File: config.mk
export PLATFORM = sky130hd
export DESIGN_NAME = mprs_top
export DESIGN_NICKNAME = d
export VERILOG_FILES = /design/src/hdl/mprs_pkg.sv /design/src/hdl/mprs_top.sv
export VERILOG_INCLUDE_DIRS = /design/src /design/src/hdl
export SDC_FILE = /design/constraint.sdc
export NUM_CORES = 1
export LEC_CHECK = 0
export ABC_AREA = 1
export BUFFER_PORTS_ARGS = -buffer_cell sky130_fd_sc_hd__buf_4
export CORE_ASPECT_RATIO = 0.9
export CORE_MARGIN = 8
export CORE_UTILIZATION = 62
export CTS_CLUSTER_DIAMETER = 150
export DETAILED_ROUTE_END_ITERATION = 12
export PLACE_DENSITY_LB_ADDON = 0.3
export SLEW_MARGIN = 20
export SYNTH_ARGS = -nofsm -noshare
export SYNTH_HDL_FRONTEND = slang
export SYNTH_SLANG_ARGS = --single-unit
File: constraint.sdc
create_clock -name CLK -period 2.3 [get_ports CLK]
set_input_delay 0.23 -clock CLK [delete_from_list [all_inputs] [get_ports CLK]]
set_output_delay 0.23 -clock CLK [all_outputs]
set_load 0.01 [all_outputs]
File: src/hdl/mprs_cfg.svh
// Constants of the module power and restart sequencer
`ifndef MPRS_CFG_SVH
`define MPRS_CFG_SVH

// Clock rate in kHz, so that a time in ms times this gives cycles
`define MPRS_CLK_KHZ 50000
// Least low time of the power-on trigger, in ms
`define MPRS_TRIG_MIN_MS 300
// Least low time of the emergency reset line for a restart, in ms
`define MPRS_ERST_MIN_MS 200
// Low time of the emergency reset line that forces switch-off, in ms
`define MPRS_ERST_OFF_MS 8000
// Length of an orderly shutdown, in ms
`define MPRS_SHDN_MS 2000
// Cycles that the processor reset is held in the reset phase
`define MPRS_RST_HOLD_CYC 16'h0010
// Counter width for the long timers
`define MPRS_CNT_W 32

// Line indices of the interface line vector
`define MPRS_L_PRX 0
`define MPRS_L_PCTS 1
`define MPRS_L_PDSR 2
`define MPRS_L_PDCD 3
`define MPRS_L_PRING 4
`define MPRS_L_SRX 5
`define MPRS_L_SCTS 6
`define MPRS_L_AUDIN 7
`define MPRS_LINES 8

// First startup line levels and the handshake lines
`define MPRS_LINE_FIRST_LVL 8'hF9
`define MPRS_LINE_HS_MASK 8'h16
`define MPRS_LINE_SCTS_MASK 8'h40

`endif

File: src/hdl/mprs_pkg.sv
// Types of the module power and restart sequencer
package mprs_pkg;

    // Power and sequencing states
    typedef enum logic [2:0] {
        MPRS_OFF = 3'h0,
        MPRS_STARTUP = 3'h1,
        MPRS_RESET = 3'h2,
        MPRS_FW_INIT = 3'h3,
        MPRS_READY = 3'h4,
        MPRS_SHUTDOWN = 3'h5
    } mprs_state_t;

endpackage

File: src/hdl/mprs_top.sv
// Power, restart and line sequencing of a cellular module
//
// Contract
// - Power-on trigger is active low and starts the module from power-down.
// - Trigger low longer than 300 ms switches on; shorter pulses ignored.
// - Trigger tied low powers the module up each time supply appears.
// - Voltage or temperature out of range at startup switches off at once.
// - Emergency reset low over 200 ms resets processor and lines, restarting.
// - Emergency reset held low keeps the module restarting repeatedly.
// - Emergency reset low over 8000 ms switches the module off completely.
// - Emergency reset discards all volatile memory contents.
// - Firmware ready shown by primary CTS, DSR and ring driven low.
// - Reset phase: lines pulled down, secondary CTS high, one output line.
// - First startup drives RXD, DCD, ring, secondary RXD, audio high; the code pulls ring down until ready, then drives it low.
// - Line configuration from non-volatile store applies after power cycle.
// - Power-down keeps only the RTC regulator; software and lines inactive.
// - Airplane mode disables radio, logs off, rejects radio commands.
// - Functionality-reset command causes a software-controlled restart.
// - Fast-shutdown line low shuts the module down in hardware.
// - Critical temperature or under/overvoltage shuts the module down.
// - Commanded shutdown lasts 2 s, ended by supply indicator going low.
`include "mprs_cfg.svh"
`timescale 1ns/100ps
`default_nettype none

module mprs_top #(
    parameter logic [`MPRS_CNT_W-1:0] TRIG_MIN_CYC = `MPRS_CNT_W'(`MPRS_TRIG_MIN_MS * `MPRS_CLK_KHZ),
    parameter logic [`MPRS_CNT_W-1:0] ERST_MIN_CYC = `MPRS_CNT_W'(`MPRS_ERST_MIN_MS * `MPRS_CLK_KHZ),
    parameter logic [`MPRS_CNT_W-1:0] ERST_OFF_CYC = `MPRS_CNT_W'(`MPRS_ERST_OFF_MS * `MPRS_CLK_KHZ),
    parameter logic [`MPRS_CNT_W-1:0] SHDN_CYC = `MPRS_CNT_W'(`MPRS_SHDN_MS * `MPRS_CLK_KHZ)
) (
    // Clock and reset
    input wire logic CLK,
    input wire logic RESET_N,
    // Supply and environment monitors
    input wire logic SUPPLY_OK,
    input wire logic VOLT_FAULT,
    input wire logic TEMP_FAULT,
    // Control pins from the host
    input wire logic POWER_ON_TRIGGER_N,
    input wire logic EMERGENCY_RESET_LINE_N,
    input wire logic FAST_SHUTDOWN_LINE_N,
    // Firmware and command interface
    input wire logic FW_INIT_DONE,
    input wire logic CMD_FUNC_RESET,
    input wire logic CMD_SHUTDOWN,
    input wire logic AIRPLANE_ON,
    input wire logic CMD_RADIO_REQ,
    input wire logic [`MPRS_LINES-1:0] NV_LINE_LEVEL,
    // Power domain controls
    output logic RTC_REG_ON,
    output logic CORE_POWER_ON,
    output logic PROC_RESET_N,
    output logic SW_RUN,
    output logic VOLATILE_CLEAR,
    output logic SUPPLY_OUTPUT_INDICATOR,
    // Status
    output logic FW_READY,
    output logic RADIO_EN,
    output logic NET_LOGOFF,
    output logic CMD_ACCEPT,
    output logic CMD_REJECT,
    output logic [2:0] STATE,
    // Interface lines
    output logic [`MPRS_LINES-1:0] LINE_OUT,
    output logic [`MPRS_LINES-1:0] LINE_OE,
    output logic [`MPRS_LINES-1:0] LINE_PD
);

    // Powered states in which the module reacts to its pins
    function automatic logic is_on(input mprs_pkg::mprs_state_t s);
        is_on = (s != mprs_pkg::MPRS_OFF);
    endfunction

    mprs_pkg::mprs_state_t state_ff;
    mprs_pkg::mprs_state_t nxt_state;
    logic [2:0] sync1_ff;
    logic [2:0] sync2_ff;
    logic trig_low;
    logic erst_low;
    logic fst_low;
    logic [`MPRS_CNT_W-1:0] trig_cnt_ff;
    logic [`MPRS_CNT_W-1:0] erst_cnt_ff;
    logic [`MPRS_CNT_W-1:0] erst_seg_ff;
    logic [`MPRS_CNT_W-1:0] shdn_cnt_ff;
    logic [15:0] hold_cnt_ff;
    logic armed_ff;
    logic airplane_ff;
    logic [`MPRS_LINES-1:0] cfg_lvl_ff;
    logic fault;
    logic power_on_evt;
    logic erst_restart;
    logic erst_off;
    logic [`MPRS_LINES-1:0] nxt_oe;
    logic [`MPRS_LINES-1:0] nxt_out;
    logic [`MPRS_LINES-1:0] nxt_pd;

    // Two-flop synchronisers; idle level of every pin is high
    genvar gi;
    generate
        for (gi = 0; gi < 3; gi++) begin : g_sync
            always_ff @(posedge CLK or negedge RESET_N) begin
                if (!RESET_N) begin
                    sync1_ff[gi] <= 1'b1;
                    sync2_ff[gi] <= 1'b1;
                end else begin
                    sync1_ff[gi] <= (gi == 0) ? POWER_ON_TRIGGER_N :
                                    (gi == 1) ? EMERGENCY_RESET_LINE_N : FAST_SHUTDOWN_LINE_N;
                    sync2_ff[gi] <= sync1_ff[gi];
                end
            end
        end
    endgenerate

    assign trig_low = !sync2_ff[0];
    assign erst_low = !sync2_ff[1];
    assign fst_low = !sync2_ff[2];
    assign fault = VOLT_FAULT || TEMP_FAULT;

    // Trigger low time; the count restarts on every release
    always_ff @(posedge CLK or negedge RESET_N) begin
        if (!RESET_N) begin
            trig_cnt_ff <= '0;
        end else if (!trig_low || !SUPPLY_OK) begin
            trig_cnt_ff <= '0;
        end else if (trig_cnt_ff != '1) begin
            trig_cnt_ff <= trig_cnt_ff + `MPRS_CNT_W'(1);
        end
    end

    // Emergency reset total low time, saturating
    always_ff @(posedge CLK or negedge RESET_N) begin
        if (!RESET_N) begin
            erst_cnt_ff <= '0;
        end else if (!erst_low) begin
            erst_cnt_ff <= '0;
        end else if (erst_cnt_ff != '1) begin
            erst_cnt_ff <= erst_cnt_ff + `MPRS_CNT_W'(1);
        end
    end

    // Low time since the last restart; restarting again needs a fresh 200 ms
    always_ff @(posedge CLK or negedge RESET_N) begin
        if (!RESET_N) begin
            erst_seg_ff <= '0;
        end else if (!erst_low || erst_restart) begin
            erst_seg_ff <= '0;
        end else if (erst_seg_ff != '1) begin
            erst_seg_ff <= erst_seg_ff + `MPRS_CNT_W'(1);
        end
    end

    // Long hold wins over a restart, so a stuck line ends switched off
    assign erst_off = is_on(state_ff) && erst_low && (erst_cnt_ff > ERST_OFF_CYC);
    assign erst_restart = is_on(state_ff) && erst_low && !erst_off &&
                          (erst_seg_ff > ERST_MIN_CYC);
    // A permanently low trigger must not re-launch right after a shutdown
    assign power_on_evt = (state_ff == mprs_pkg::MPRS_OFF) && SUPPLY_OK && armed_ff &&
                          (trig_cnt_ff > TRIG_MIN_CYC);

    // Power-on arming: renewed by a trigger release or a supply cycle
    always_ff @(posedge CLK or negedge RESET_N) begin
        if (!RESET_N) begin
            armed_ff <= 1'b1;
        end else if (!SUPPLY_OK || !trig_low) begin
            armed_ff <= 1'b1;
        end else if (power_on_evt) begin
            armed_ff <= 1'b0;
        end
    end

    // Sequencer; supply loss overrides everything, hardware shutdown everything once powered up (not a power-on event)
    always_comb begin
        nxt_state = state_ff;
        if (!SUPPLY_OK) begin
            nxt_state = mprs_pkg::MPRS_OFF;
        end else if (is_on(state_ff) && fst_low) begin
            nxt_state = mprs_pkg::MPRS_OFF;
        end else if (erst_off) begin
            nxt_state = mprs_pkg::MPRS_OFF;
        end else if (erst_restart) begin
            nxt_state = mprs_pkg::MPRS_RESET;
        end else begin
            unique case (state_ff)
                mprs_pkg::MPRS_OFF: begin
                    if (power_on_evt) begin
                        nxt_state = mprs_pkg::MPRS_STARTUP;
                    end
                end
                mprs_pkg::MPRS_STARTUP: begin
                    nxt_state = fault ? mprs_pkg::MPRS_OFF : mprs_pkg::MPRS_RESET;
                end
                mprs_pkg::MPRS_RESET: begin
                    if (hold_cnt_ff >= `MPRS_RST_HOLD_CYC) begin
                        nxt_state = mprs_pkg::MPRS_FW_INIT;
                    end
                end
                mprs_pkg::MPRS_FW_INIT: begin
                    if (fault) begin
                        nxt_state = mprs_pkg::MPRS_SHUTDOWN;
                    end else if (FW_INIT_DONE) begin
                        nxt_state = mprs_pkg::MPRS_READY;
                    end
                end
                mprs_pkg::MPRS_READY: begin
                    if (fault || CMD_SHUTDOWN) begin
                        nxt_state = mprs_pkg::MPRS_SHUTDOWN;
                    end else if (CMD_FUNC_RESET) begin
                        nxt_state = mprs_pkg::MPRS_RESET;
                    end
                end
                mprs_pkg::MPRS_SHUTDOWN: begin
                    if (shdn_cnt_ff >= SHDN_CYC) begin
                        nxt_state = mprs_pkg::MPRS_OFF;
                    end
                end
                default: begin
                    nxt_state = mprs_pkg::MPRS_OFF;
                end
            endcase
        end
    end

    // State register
    always_ff @(posedge CLK or negedge RESET_N) begin
        if (!RESET_N) begin
            state_ff <= mprs_pkg::MPRS_OFF;
        end else begin
            state_ff <= nxt_state;
        end
    end

    // Reset-phase and shutdown timers, cleared on entry
    always_ff @(posedge CLK or negedge RESET_N) begin
        if (!RESET_N) begin
            hold_cnt_ff <= '0;
            shdn_cnt_ff <= '0;
        end else begin
            hold_cnt_ff <= (state_ff == mprs_pkg::MPRS_RESET && nxt_state == mprs_pkg::MPRS_RESET) ?
                           hold_cnt_ff + 16'h0001 : 16'h0000;
            shdn_cnt_ff <= (state_ff == mprs_pkg::MPRS_SHUTDOWN) ?
                           shdn_cnt_ff + `MPRS_CNT_W'(1) : '0;
        end
    end

    // Stored line levels are taken only when the module powers up
    always_ff @(posedge CLK or negedge RESET_N) begin
        if (!RESET_N) begin
            cfg_lvl_ff <= `MPRS_LINE_FIRST_LVL;
        end else if (power_on_evt) begin
            cfg_lvl_ff <= NV_LINE_LEVEL;
        end
    end

    // Airplane mode follows the command level while running
    always_ff @(posedge CLK or negedge RESET_N) begin
        if (!RESET_N) begin
            airplane_ff <= 1'b0;
            NET_LOGOFF <= 1'b0;
        end else begin
            airplane_ff <= (state_ff == mprs_pkg::MPRS_READY) && AIRPLANE_ON;
            NET_LOGOFF <= (state_ff == mprs_pkg::MPRS_READY) && AIRPLANE_ON && !airplane_ff;
        end
    end

    // Command answers: radio requests refused in airplane mode
    always_ff @(posedge CLK or negedge RESET_N) begin
        if (!RESET_N) begin
            CMD_ACCEPT <= 1'b0;
            CMD_REJECT <= 1'b0;
        end else begin
            CMD_ACCEPT <= CMD_RADIO_REQ && (state_ff == mprs_pkg::MPRS_READY) && !airplane_ff;
            CMD_REJECT <= CMD_RADIO_REQ && !((state_ff == mprs_pkg::MPRS_READY) && !airplane_ff);
        end
    end

    // Line pattern per state; handshake lines wait for firmware ready
    always_comb begin
        nxt_oe = '0;
        nxt_out = '0;
        nxt_pd = '0;
        unique case (state_ff)
            mprs_pkg::MPRS_OFF: begin
                nxt_oe = '0;
            end
            mprs_pkg::MPRS_FW_INIT: begin
                nxt_oe = ~`MPRS_LINE_HS_MASK;
                nxt_out = cfg_lvl_ff & ~`MPRS_LINE_HS_MASK;
                nxt_pd = `MPRS_LINE_HS_MASK;
            end
            mprs_pkg::MPRS_READY: begin
                nxt_oe = '1;
                nxt_out = cfg_lvl_ff & ~`MPRS_LINE_HS_MASK;
            end
            default: begin
                nxt_oe = `MPRS_LINE_SCTS_MASK;
                nxt_out = `MPRS_LINE_SCTS_MASK;
                nxt_pd = ~`MPRS_LINE_SCTS_MASK;
            end
        endcase
    end

    // Registered line and power outputs
    always_ff @(posedge CLK or negedge RESET_N) begin
        if (!RESET_N) begin
            LINE_OE <= '0;
            LINE_OUT <= '0;
            LINE_PD <= '0;
            RTC_REG_ON <= 1'b0;
            CORE_POWER_ON <= 1'b0;
            PROC_RESET_N <= 1'b0;
            SW_RUN <= 1'b0;
            SUPPLY_OUTPUT_INDICATOR <= 1'b0;
            FW_READY <= 1'b0;
            RADIO_EN <= 1'b0;
            VOLATILE_CLEAR <= 1'b0;
            STATE <= 3'h0;
        end else begin
            LINE_OE <= nxt_oe;
            LINE_OUT <= nxt_out;
            LINE_PD <= nxt_pd;
            RTC_REG_ON <= SUPPLY_OK;
            CORE_POWER_ON <= is_on(state_ff);
            PROC_RESET_N <= is_on(state_ff) && (state_ff != mprs_pkg::MPRS_RESET) &&
                            (state_ff != mprs_pkg::MPRS_STARTUP);
            SW_RUN <= (state_ff == mprs_pkg::MPRS_FW_INIT) || (state_ff == mprs_pkg::MPRS_READY) ||
                      (state_ff == mprs_pkg::MPRS_SHUTDOWN);
            SUPPLY_OUTPUT_INDICATOR <= is_on(state_ff);
            FW_READY <= (state_ff == mprs_pkg::MPRS_READY);
            RADIO_EN <= (state_ff == mprs_pkg::MPRS_READY) && !airplane_ff;
            VOLATILE_CLEAR <= erst_restart;
            STATE <= state_ff;
        end
    end

    // Checks on the sequencer
    a_trig_min_width: assert property (@(posedge CLK) disable iff (!RESET_N)
        (state_ff == mprs_pkg::MPRS_OFF) && (nxt_state == mprs_pkg::MPRS_STARTUP) |->
        (trig_cnt_ff > TRIG_MIN_CYC) && SUPPLY_OK)
        else $error("power-on without a long enough trigger pulse");

    a_startup_fault_off: assert property (@(posedge CLK) disable iff (!RESET_N)
        (state_ff == mprs_pkg::MPRS_STARTUP) && fault && !erst_restart |=> state_ff == mprs_pkg::MPRS_OFF)
        else $error("fault at startup did not switch off");

    a_erst_restart: assert property (@(posedge CLK) disable iff (!RESET_N)
        erst_restart && SUPPLY_OK && !fst_low |=> (state_ff == mprs_pkg::MPRS_RESET) && VOLATILE_CLEAR)
        else $error("emergency reset did not restart");

    a_erst_repeat: assert property (@(posedge CLK) disable iff (!RESET_N)
        erst_restart |=> (erst_seg_ff == '0))
        else $error("restart segment not restarted");

    a_erst_off: assert property (@(posedge CLK) disable iff (!RESET_N)
        erst_off |=> (state_ff == mprs_pkg::MPRS_OFF) ##1 !CORE_POWER_ON)
        else $error("long emergency hold did not switch off");

    a_fast_shutdown: assert property (@(posedge CLK) disable iff (!RESET_N)
        is_on(state_ff) && fst_low |=> state_ff == mprs_pkg::MPRS_OFF)
        else $error("fast shutdown ignored");

    a_hs_hold: assert property (@(posedge CLK) disable iff (!RESET_N)
        state_ff != mprs_pkg::MPRS_READY |=> (LINE_OE & `MPRS_LINE_HS_MASK) == 8'h00)
        else $error("handshake line driven before firmware ready");

    a_ready_lines: assert property (@(posedge CLK) disable iff (!RESET_N)
        state_ff == mprs_pkg::MPRS_READY |=> FW_READY && ((LINE_OE & `MPRS_LINE_HS_MASK) == `MPRS_LINE_HS_MASK)
        && ((LINE_OUT & `MPRS_LINE_HS_MASK) == 8'h00))
        else $error("handshake lines not low when ready");

    a_pdown_quiet: assert property (@(posedge CLK) disable iff (!RESET_N)
        state_ff == mprs_pkg::MPRS_OFF |=> !CORE_POWER_ON && !SW_RUN && (LINE_OE == 8'h00))
        else $error("power-down not quiet");

    a_airplane_reject: assert property (@(posedge CLK) disable iff (!RESET_N)
        airplane_ff && CMD_RADIO_REQ |=> CMD_REJECT && !CMD_ACCEPT && !RADIO_EN)
        else $error("radio command accepted in airplane mode");

    a_shutdown_end: assert property (@(posedge CLK) disable iff (!RESET_N)
        (state_ff == mprs_pkg::MPRS_SHUTDOWN) && (shdn_cnt_ff < SHDN_CYC) && SUPPLY_OK && !fst_low && !erst_low
        |=> SUPPLY_OUTPUT_INDICATOR)
        else $error("supply indicator dropped before shutdown end");

    a_cfg_stable: assert property (@(posedge CLK) disable iff (!RESET_N)
        is_on(state_ff) |=> $stable(cfg_lvl_ff))
        else $error("line configuration changed while powered");

endmodule

`default_nettype wire

**Word level (Yosys, flattened, before mapping)**

Cells that the tools add are included.

- Bits of input ports: 21
- Output and inout bits: 38
- Flip-flop bits (word level): 200

- Reduce and logical (&&, ||, !) cells: 37
- Order comparisons: 5
- Muxes and demuxes: 26
- Equal/unequal tests: 11
- $add $sub $neg: 5

Operator list:

| operator | number |
|---|---|
| $mux 32 | 7 |
| $add 32x1->32 const B | 4 |
| $ne 32x32->1 const B | 3 |
| $gt 32x24->1 const B | 2 |
| $mux 3 | 11 |
| $ge 32x27->1 const B | 1 |
| $gt 32x29->1 const B | 1 |
| $pmux 8 s2 | 2 |
| $pmux 8 s3 | 1 |
| $pmux 3 s6 | 1 |
| $logic_and 1x1->1 | 17 |
| $add 16x1->16 const B | 1 |
| $ge 16x5->1 const B | 1 |
| $mux 16 | 1 |
| $eq 3x2->1 const B | 3 |
| $reduce_bool 2->1 | 4 |
| $eq 3x3->1 const B | 2 |
| $logic_not 1->1 | 6 |
| $logic_or 1x1->1 | 6 |
| $reduce_or 2->1 | 2 |
| $eq 3x1->1 const B | 1 |
| $logic_not 3->1 | 1 |
| $ne 3x1->1 const B | 1 |
| $ne 3x2->1 const B | 1 |
| 3 further kinds | 4 |

**Logic depth before layout (Yosys ltp)**

- Depth in word-level cells: 13
- Depth in mapped cells: 14

**Least setup slack after synthesis**

Ideal clock, no wire load.

- Kind: register to register
- From: register erst_seg_ff[0]
- To: register erst_seg_ff[16]
- Buffers on the path: 1
- Path slack: 0.611 ns
- Setup time: 0.074 ns
- Period minus slack after synthesis: 1.689 ns
- Data arrival time: 1.615 ns
- Required time: 2.226 ns
- Stages on the path, launching flop included: 14
- Cell sequence: dfrtp_1 inv_1 ha_1 nand3_1 nor2_1 nand2_1 nor2_1 nor2_2 nand3_4 nand2_8 inv_6 nand3_4 buf_12 o21ai_2

- Cells in the longest elaborated chain, start to end: 4

Ends and longest elaborated chain:

| item | RTL line | source |
|---|---|---|
| start: declaration | mprs_top.sv:84 | `` logic [`MPRS_CNT_W-1:0] erst_seg_ff; `` |
| start signal: assignment | mprs_top.sv:149 | `` erst_seg_ff <= erst_seg_ff + `MPRS_CNT_W'(1); `` |
| $gt 32x24->1 | mprs_top.sv:156 | `(erst_seg_ff > ERST_MIN_CYC);` |
| $logic_and 1x1->1 | mprs_top.sv:155 | `assign erst_restart = is_on(state_ff) && erst_low && !erst_off &&` |
| $logic_or 1x1->1 | mprs_top.sv:146 | `end else if (!erst_low \|\| erst_restart) begin` |
| $mux 32 / $reduce_bool 2->1 (equally long branches) | - |  |

Parallel ways exist; a longest one is shown, timed or not. The select of a mux whose other input is x is not followed.
A chain may end at the register's enable or synchronous reset.

**Final worst setup path**

- From: register erst_cnt_ff[0]
- To: register erst_seg_ff[13]

- Cells in the longest elaborated chain, start to end: 7

Ends and longest elaborated chain:

| item | RTL line | source |
|---|---|---|
| start: declaration | mprs_top.sv:83 | `` logic [`MPRS_CNT_W-1:0] erst_cnt_ff; `` |
| start signal: assignment | mprs_top.sv:138 | `` erst_cnt_ff <= erst_cnt_ff + `MPRS_CNT_W'(1); `` |
| $gt 32x29->1 (*) | mprs_top.sv:154 | `assign erst_off = is_on(state_ff) && erst_low && (erst_cnt_ff > ERST_OFF_CYC);` |
| $logic_and 1x1->1 (*) | mprs_top.sv:154 |  |
| $logic_not 1->1 (*) | mprs_top.sv:155 |  |
| $logic_and 1x1->1 (*) (2 in series) | mprs_top.sv:155 |  |
| $logic_or 1x1->1 (*) | mprs_top.sv:146 |  |
| $mux 32 / $reduce_bool 2->1 (equally long branches) | - |  |

Every way passes the cells marked *; elsewhere a longest branch is shown, timed or not.

==> flow_metrics.py <==
metrics = {
    "floorplan": {
        "dieArea_um2": 21600,
        "die_w_um": 154,
        "die_y_um": 140,
        "num_io_pins": 59,
        "initial_core_util_pct": 63.3,
        "coreArea_um2": 16800,
        "num_rows": 45,
    },
    "critical_path": {
        "cp.arrival_ns": 2.38,
        "required_ns": 2.61,
        "critPathKind": "flip-flop to flip-flop",
        "start_kind": "flip-flop",
        "cpMaxStageDelayCell": "dfrtp_1",
        "cp-end-kind": "flip-flop",
        "crit_fanout": 15,
        "max_stage_delay_ns": 0.41,
        "crit_chain": "inv_1, ha_1, nand4_1, nor2_1, nand2_1, nand2_2, nand3_4, nand2_8, inv_6, nand3_4, buf_12, nand2_1",
    },
    "pwr": {
        "p_leak_nw": 5.27,
        "ir_worst_vdd_uv": 500,
        "powerDensity_nw_per_um2": 531,
    },
    "sta": {
        "finalHoldViolations": 0,
        "fin_crit_sh_pct": 90.1,
        "slew_headroom_pct": 54.0,
        "slew_viol_final": 0,
        "finalSetupTns_ns": 0,
        "tightest_slew_ns": 0.683,
        "rsz0062_at_grt": "false",
        "fin_crit_ns": 2.07,
        "skew_ns": 0.00889,
        "setup_viol": 0,
        "clock.fmax_ghz": 0.483,
    },
    "final_layout": {
        "utilization_pct": 70.7,
        "layout.nets": 1483,
        "fillers": 1369,
        "regArea_um2": 4570,
        "n_antenna_cell": 0,
        "mostFrequentLayoutCells": "nand2_1 (272), nor2_1 (210), inv_1 (171)",
        "mostFrequentLayoutCell": "nand2_1",
        "drive_gt1_share_pct": 14.5,
        "multi_input_area_um2": 5150,
        "area_growth_pct": 11.7,
    },
    "yosys": {
        "synth-edff-count": 0,
        "async_flop_share_pct": 100,
        "syn_avg_cell_area_um2": 7.68,
        "ys_seq_area_share_pct": 42.9,
        "mappedNetlistArea_um2": 10700,
        "synth.distinct_cells": 51,
        "synth_ff_type": "dfrtp_1",
        "ys_warn_count": 0,
        "ys_seq_elements": 182,
        "synthCells": 1388,
    },
    "cts": {
        "cts_buffers": 17,
        "clock_path_buffers": 2,
        "post-cts-setup-buffer-count": 0,
        "clkLatencyLatePin_ns": 0.43,
        "clockRootBuffer": "clkbuf_16",
        "cts.sinks": 182,
        "cts_tree": "yes",
        "clk_pin_slew_ns": 0.07,
        "htreeDepth": 4,
    },
    "flow_run": {
        "maxCapViolCount": 0,
    },
    "routing": {
        "postRouteAntennaNets": 0,
        "vias_per_cell": 5.63,
        "wire_per_inst_um": 15.1,
        "drc_errors": 0,
        "firstDrtPassIters": 6,
        "wl_met3_um": 1550,
        "met1_length_um": 12000,
        "routed_wl_um": 25400,
        "top_layer_used": "met4",
        "first_iter_violations": 840,
        "via_count": 9431,
        "wl_met2_um": 11400,
    },
    "placed_design": {
        "portBuffers": 51,
        "dp_hpwl_um": 19100,
        "gp_congestion": 0.979,
    },
    "grt": {
        "grt.total_usage_pct": 24.3,
        "grt_max_degree": 65,
        "grt_pass1_vias": 8805,
        "antenna_found_initial": 0,
        "overflow": 0,
        "grt_pass1_wl_um": 43200,
    },
    "outcome": {
        "run_status": "finished, final reports clean",
    },
    "worst_hold_path": {
        "hold_class": "input port to flip-flop",
    },
}
## timing repair
| item | in CTS | in global routing |
|---|---|---|
| resized for setup | 0 | 2 |
| hold buffers | 6 | 1 |
| endpoints found under the hold margin | 57 | 1 |
| setup endpoints to repair | 0 | 2 |
## kinds of logic (layout without fill, tap and decap cells)
| kind of cell | count (synthesis) | after routing | share of synthesized area [%] |
|---|---|---|---|
| adders and majority gates | 10 | 10 | 1.17 |
| xor gates and xnor gates | 58 | 58 | 4.77 |
| AOI/OAI and AO/OA | 155 | 155 | 8.69 |
| and+or+nand+nor | 765 | 765 | 33.5 |
| buffers and inverters | 217 | 291 | 8.98 |
| DFF | 182 | 182 | 42.9 |
| other | 1 | 4 | 0.0352 |
## state kept, by name (all words and copies together), names as in the netlist, 2 cells and up
register,cells
LINE_OE,3
sync2_ff,3
erst_cnt_ff,32
trig_cnt_ff,32
LINE_PD,2
cfg_lvl_ff,5
sync1_ff,3
hold_cnt_ff,16
erst_seg_ff,32
LINE_OUT,5
state_ff,3
shdn_cnt_ff,32
STATE,3
## Yosys cell counts, types with 7 or more instances
library cell / instances / area share, %
nand2_1: 272 / 9.6
nor2_1: 211 / 7.4
inv_1: 171 / 6.0
dfrtp_1: 170 / 40
nand3_1: 81 / 3.8
nor3_1: 59 / 2.8
o21ai_0: 58 / 2.7
a21oi_1: 46 / 2.2
nand4_1: 41 / 2.4
xor2_1: 41 / 3.4
nor4_1: 28 / 1.6
o21ai_2: 25 / 2.1
buf_4: 18 / 1.3
xnor2_1: 17 / 1.4
nand2_2: 16 / 0.94
clkbuf_1: 12 / 0.42
dfstp_2: 12 / 3.0
nor2_4: 12 / 1.3
or2_2: 12 / 0.70
o31ai_1: 11 / 0.77
ha_1: 10 / 1.2
inv_2: 8 / 0.28
nor2_2: 7 / 0.41
## critical path, delay by kind of cell, from the launching register on
family | cells | cell delay, ns
adder cells (fa/ha/maj) | 1 | 0.18
buffers and inverters | 3 | 0.37
flip-flops | 1 | 0.41
AND/OR/NAND/NOR | 8 | 0.97
## stage by stage
stage                     instances  hold slack (ns)  total power, mW  setup WS, ns  area [µm²]
after detailed placement       1637            0.263             3.55         0.244       11300
after global placement         1637            0.260             3.54         0.280       11300
after global routing           1676           0.0161             6.53        0.0449       11900
after CTS                      1675         0.000540             6.37         0.223       11900
after floorplan                1391          -0.0656             3.42         0.611       10700
final                          1676           0.0131             6.32         0.228       11900
## worst paths after layout
kind,startpoint,endpoint,slack [ns],depth (start not counted)
max in group asynchronous,RESET_N,erst_seg_ff[29]$_DFFE_PN0P_,1.26,3
min reg2reg,sync1_ff[0]$_DFF_PN1_,sync2_ff[0]$_DFF_PN1_,0.36,0
max reg2reg,erst_cnt_ff[0]$_DFFE_PN0P_,erst_seg_ff[13]$_DFFE_PN0P_,0.23,12
min in group asynchronous,RESET_N,erst_cnt_ff[1]$_DFFE_PN0P_,0.32,2
min,NV_LINE_LEVEL[5],cfg_lvl_ff[5]$_DFFE_PN1P_,0.01,3
max,erst_cnt_ff[0]$_DFFE_PN0P_,erst_seg_ff[13]$_DFFE_PN0P_,0.23,12
## report_power, final
part / switching, mW / internal (mW)
Sequential: 0.0209 / 3.25
Combinational: 0.156 / 0.0729
Clock: 1.29 / 1.53
Total: 1.47 / 4.85
## per-layer routing
layer / track usage, % / up-vias
met5: 0 / -
met4: 7.11 / 0
met3: 4.80 / 51
met2: 37.5 / 284
met1: 34.2 / 4466
li1: - / 4630
## cell type report
cell class | instances | share of cell area (%)
Timing Repair Buffer | 78 | 5.64
Clock inverter | 13 | 1.03
Inverter | 181 | 5.75
Clock buffer | 19 | 3.72
Tap cell | 211 | 2.22
Sequential cell | 182 | 38.4
Multi-Input combinational cell | 992 | 43.3
No activity file was read; power rests on OpenSTA's default activity.
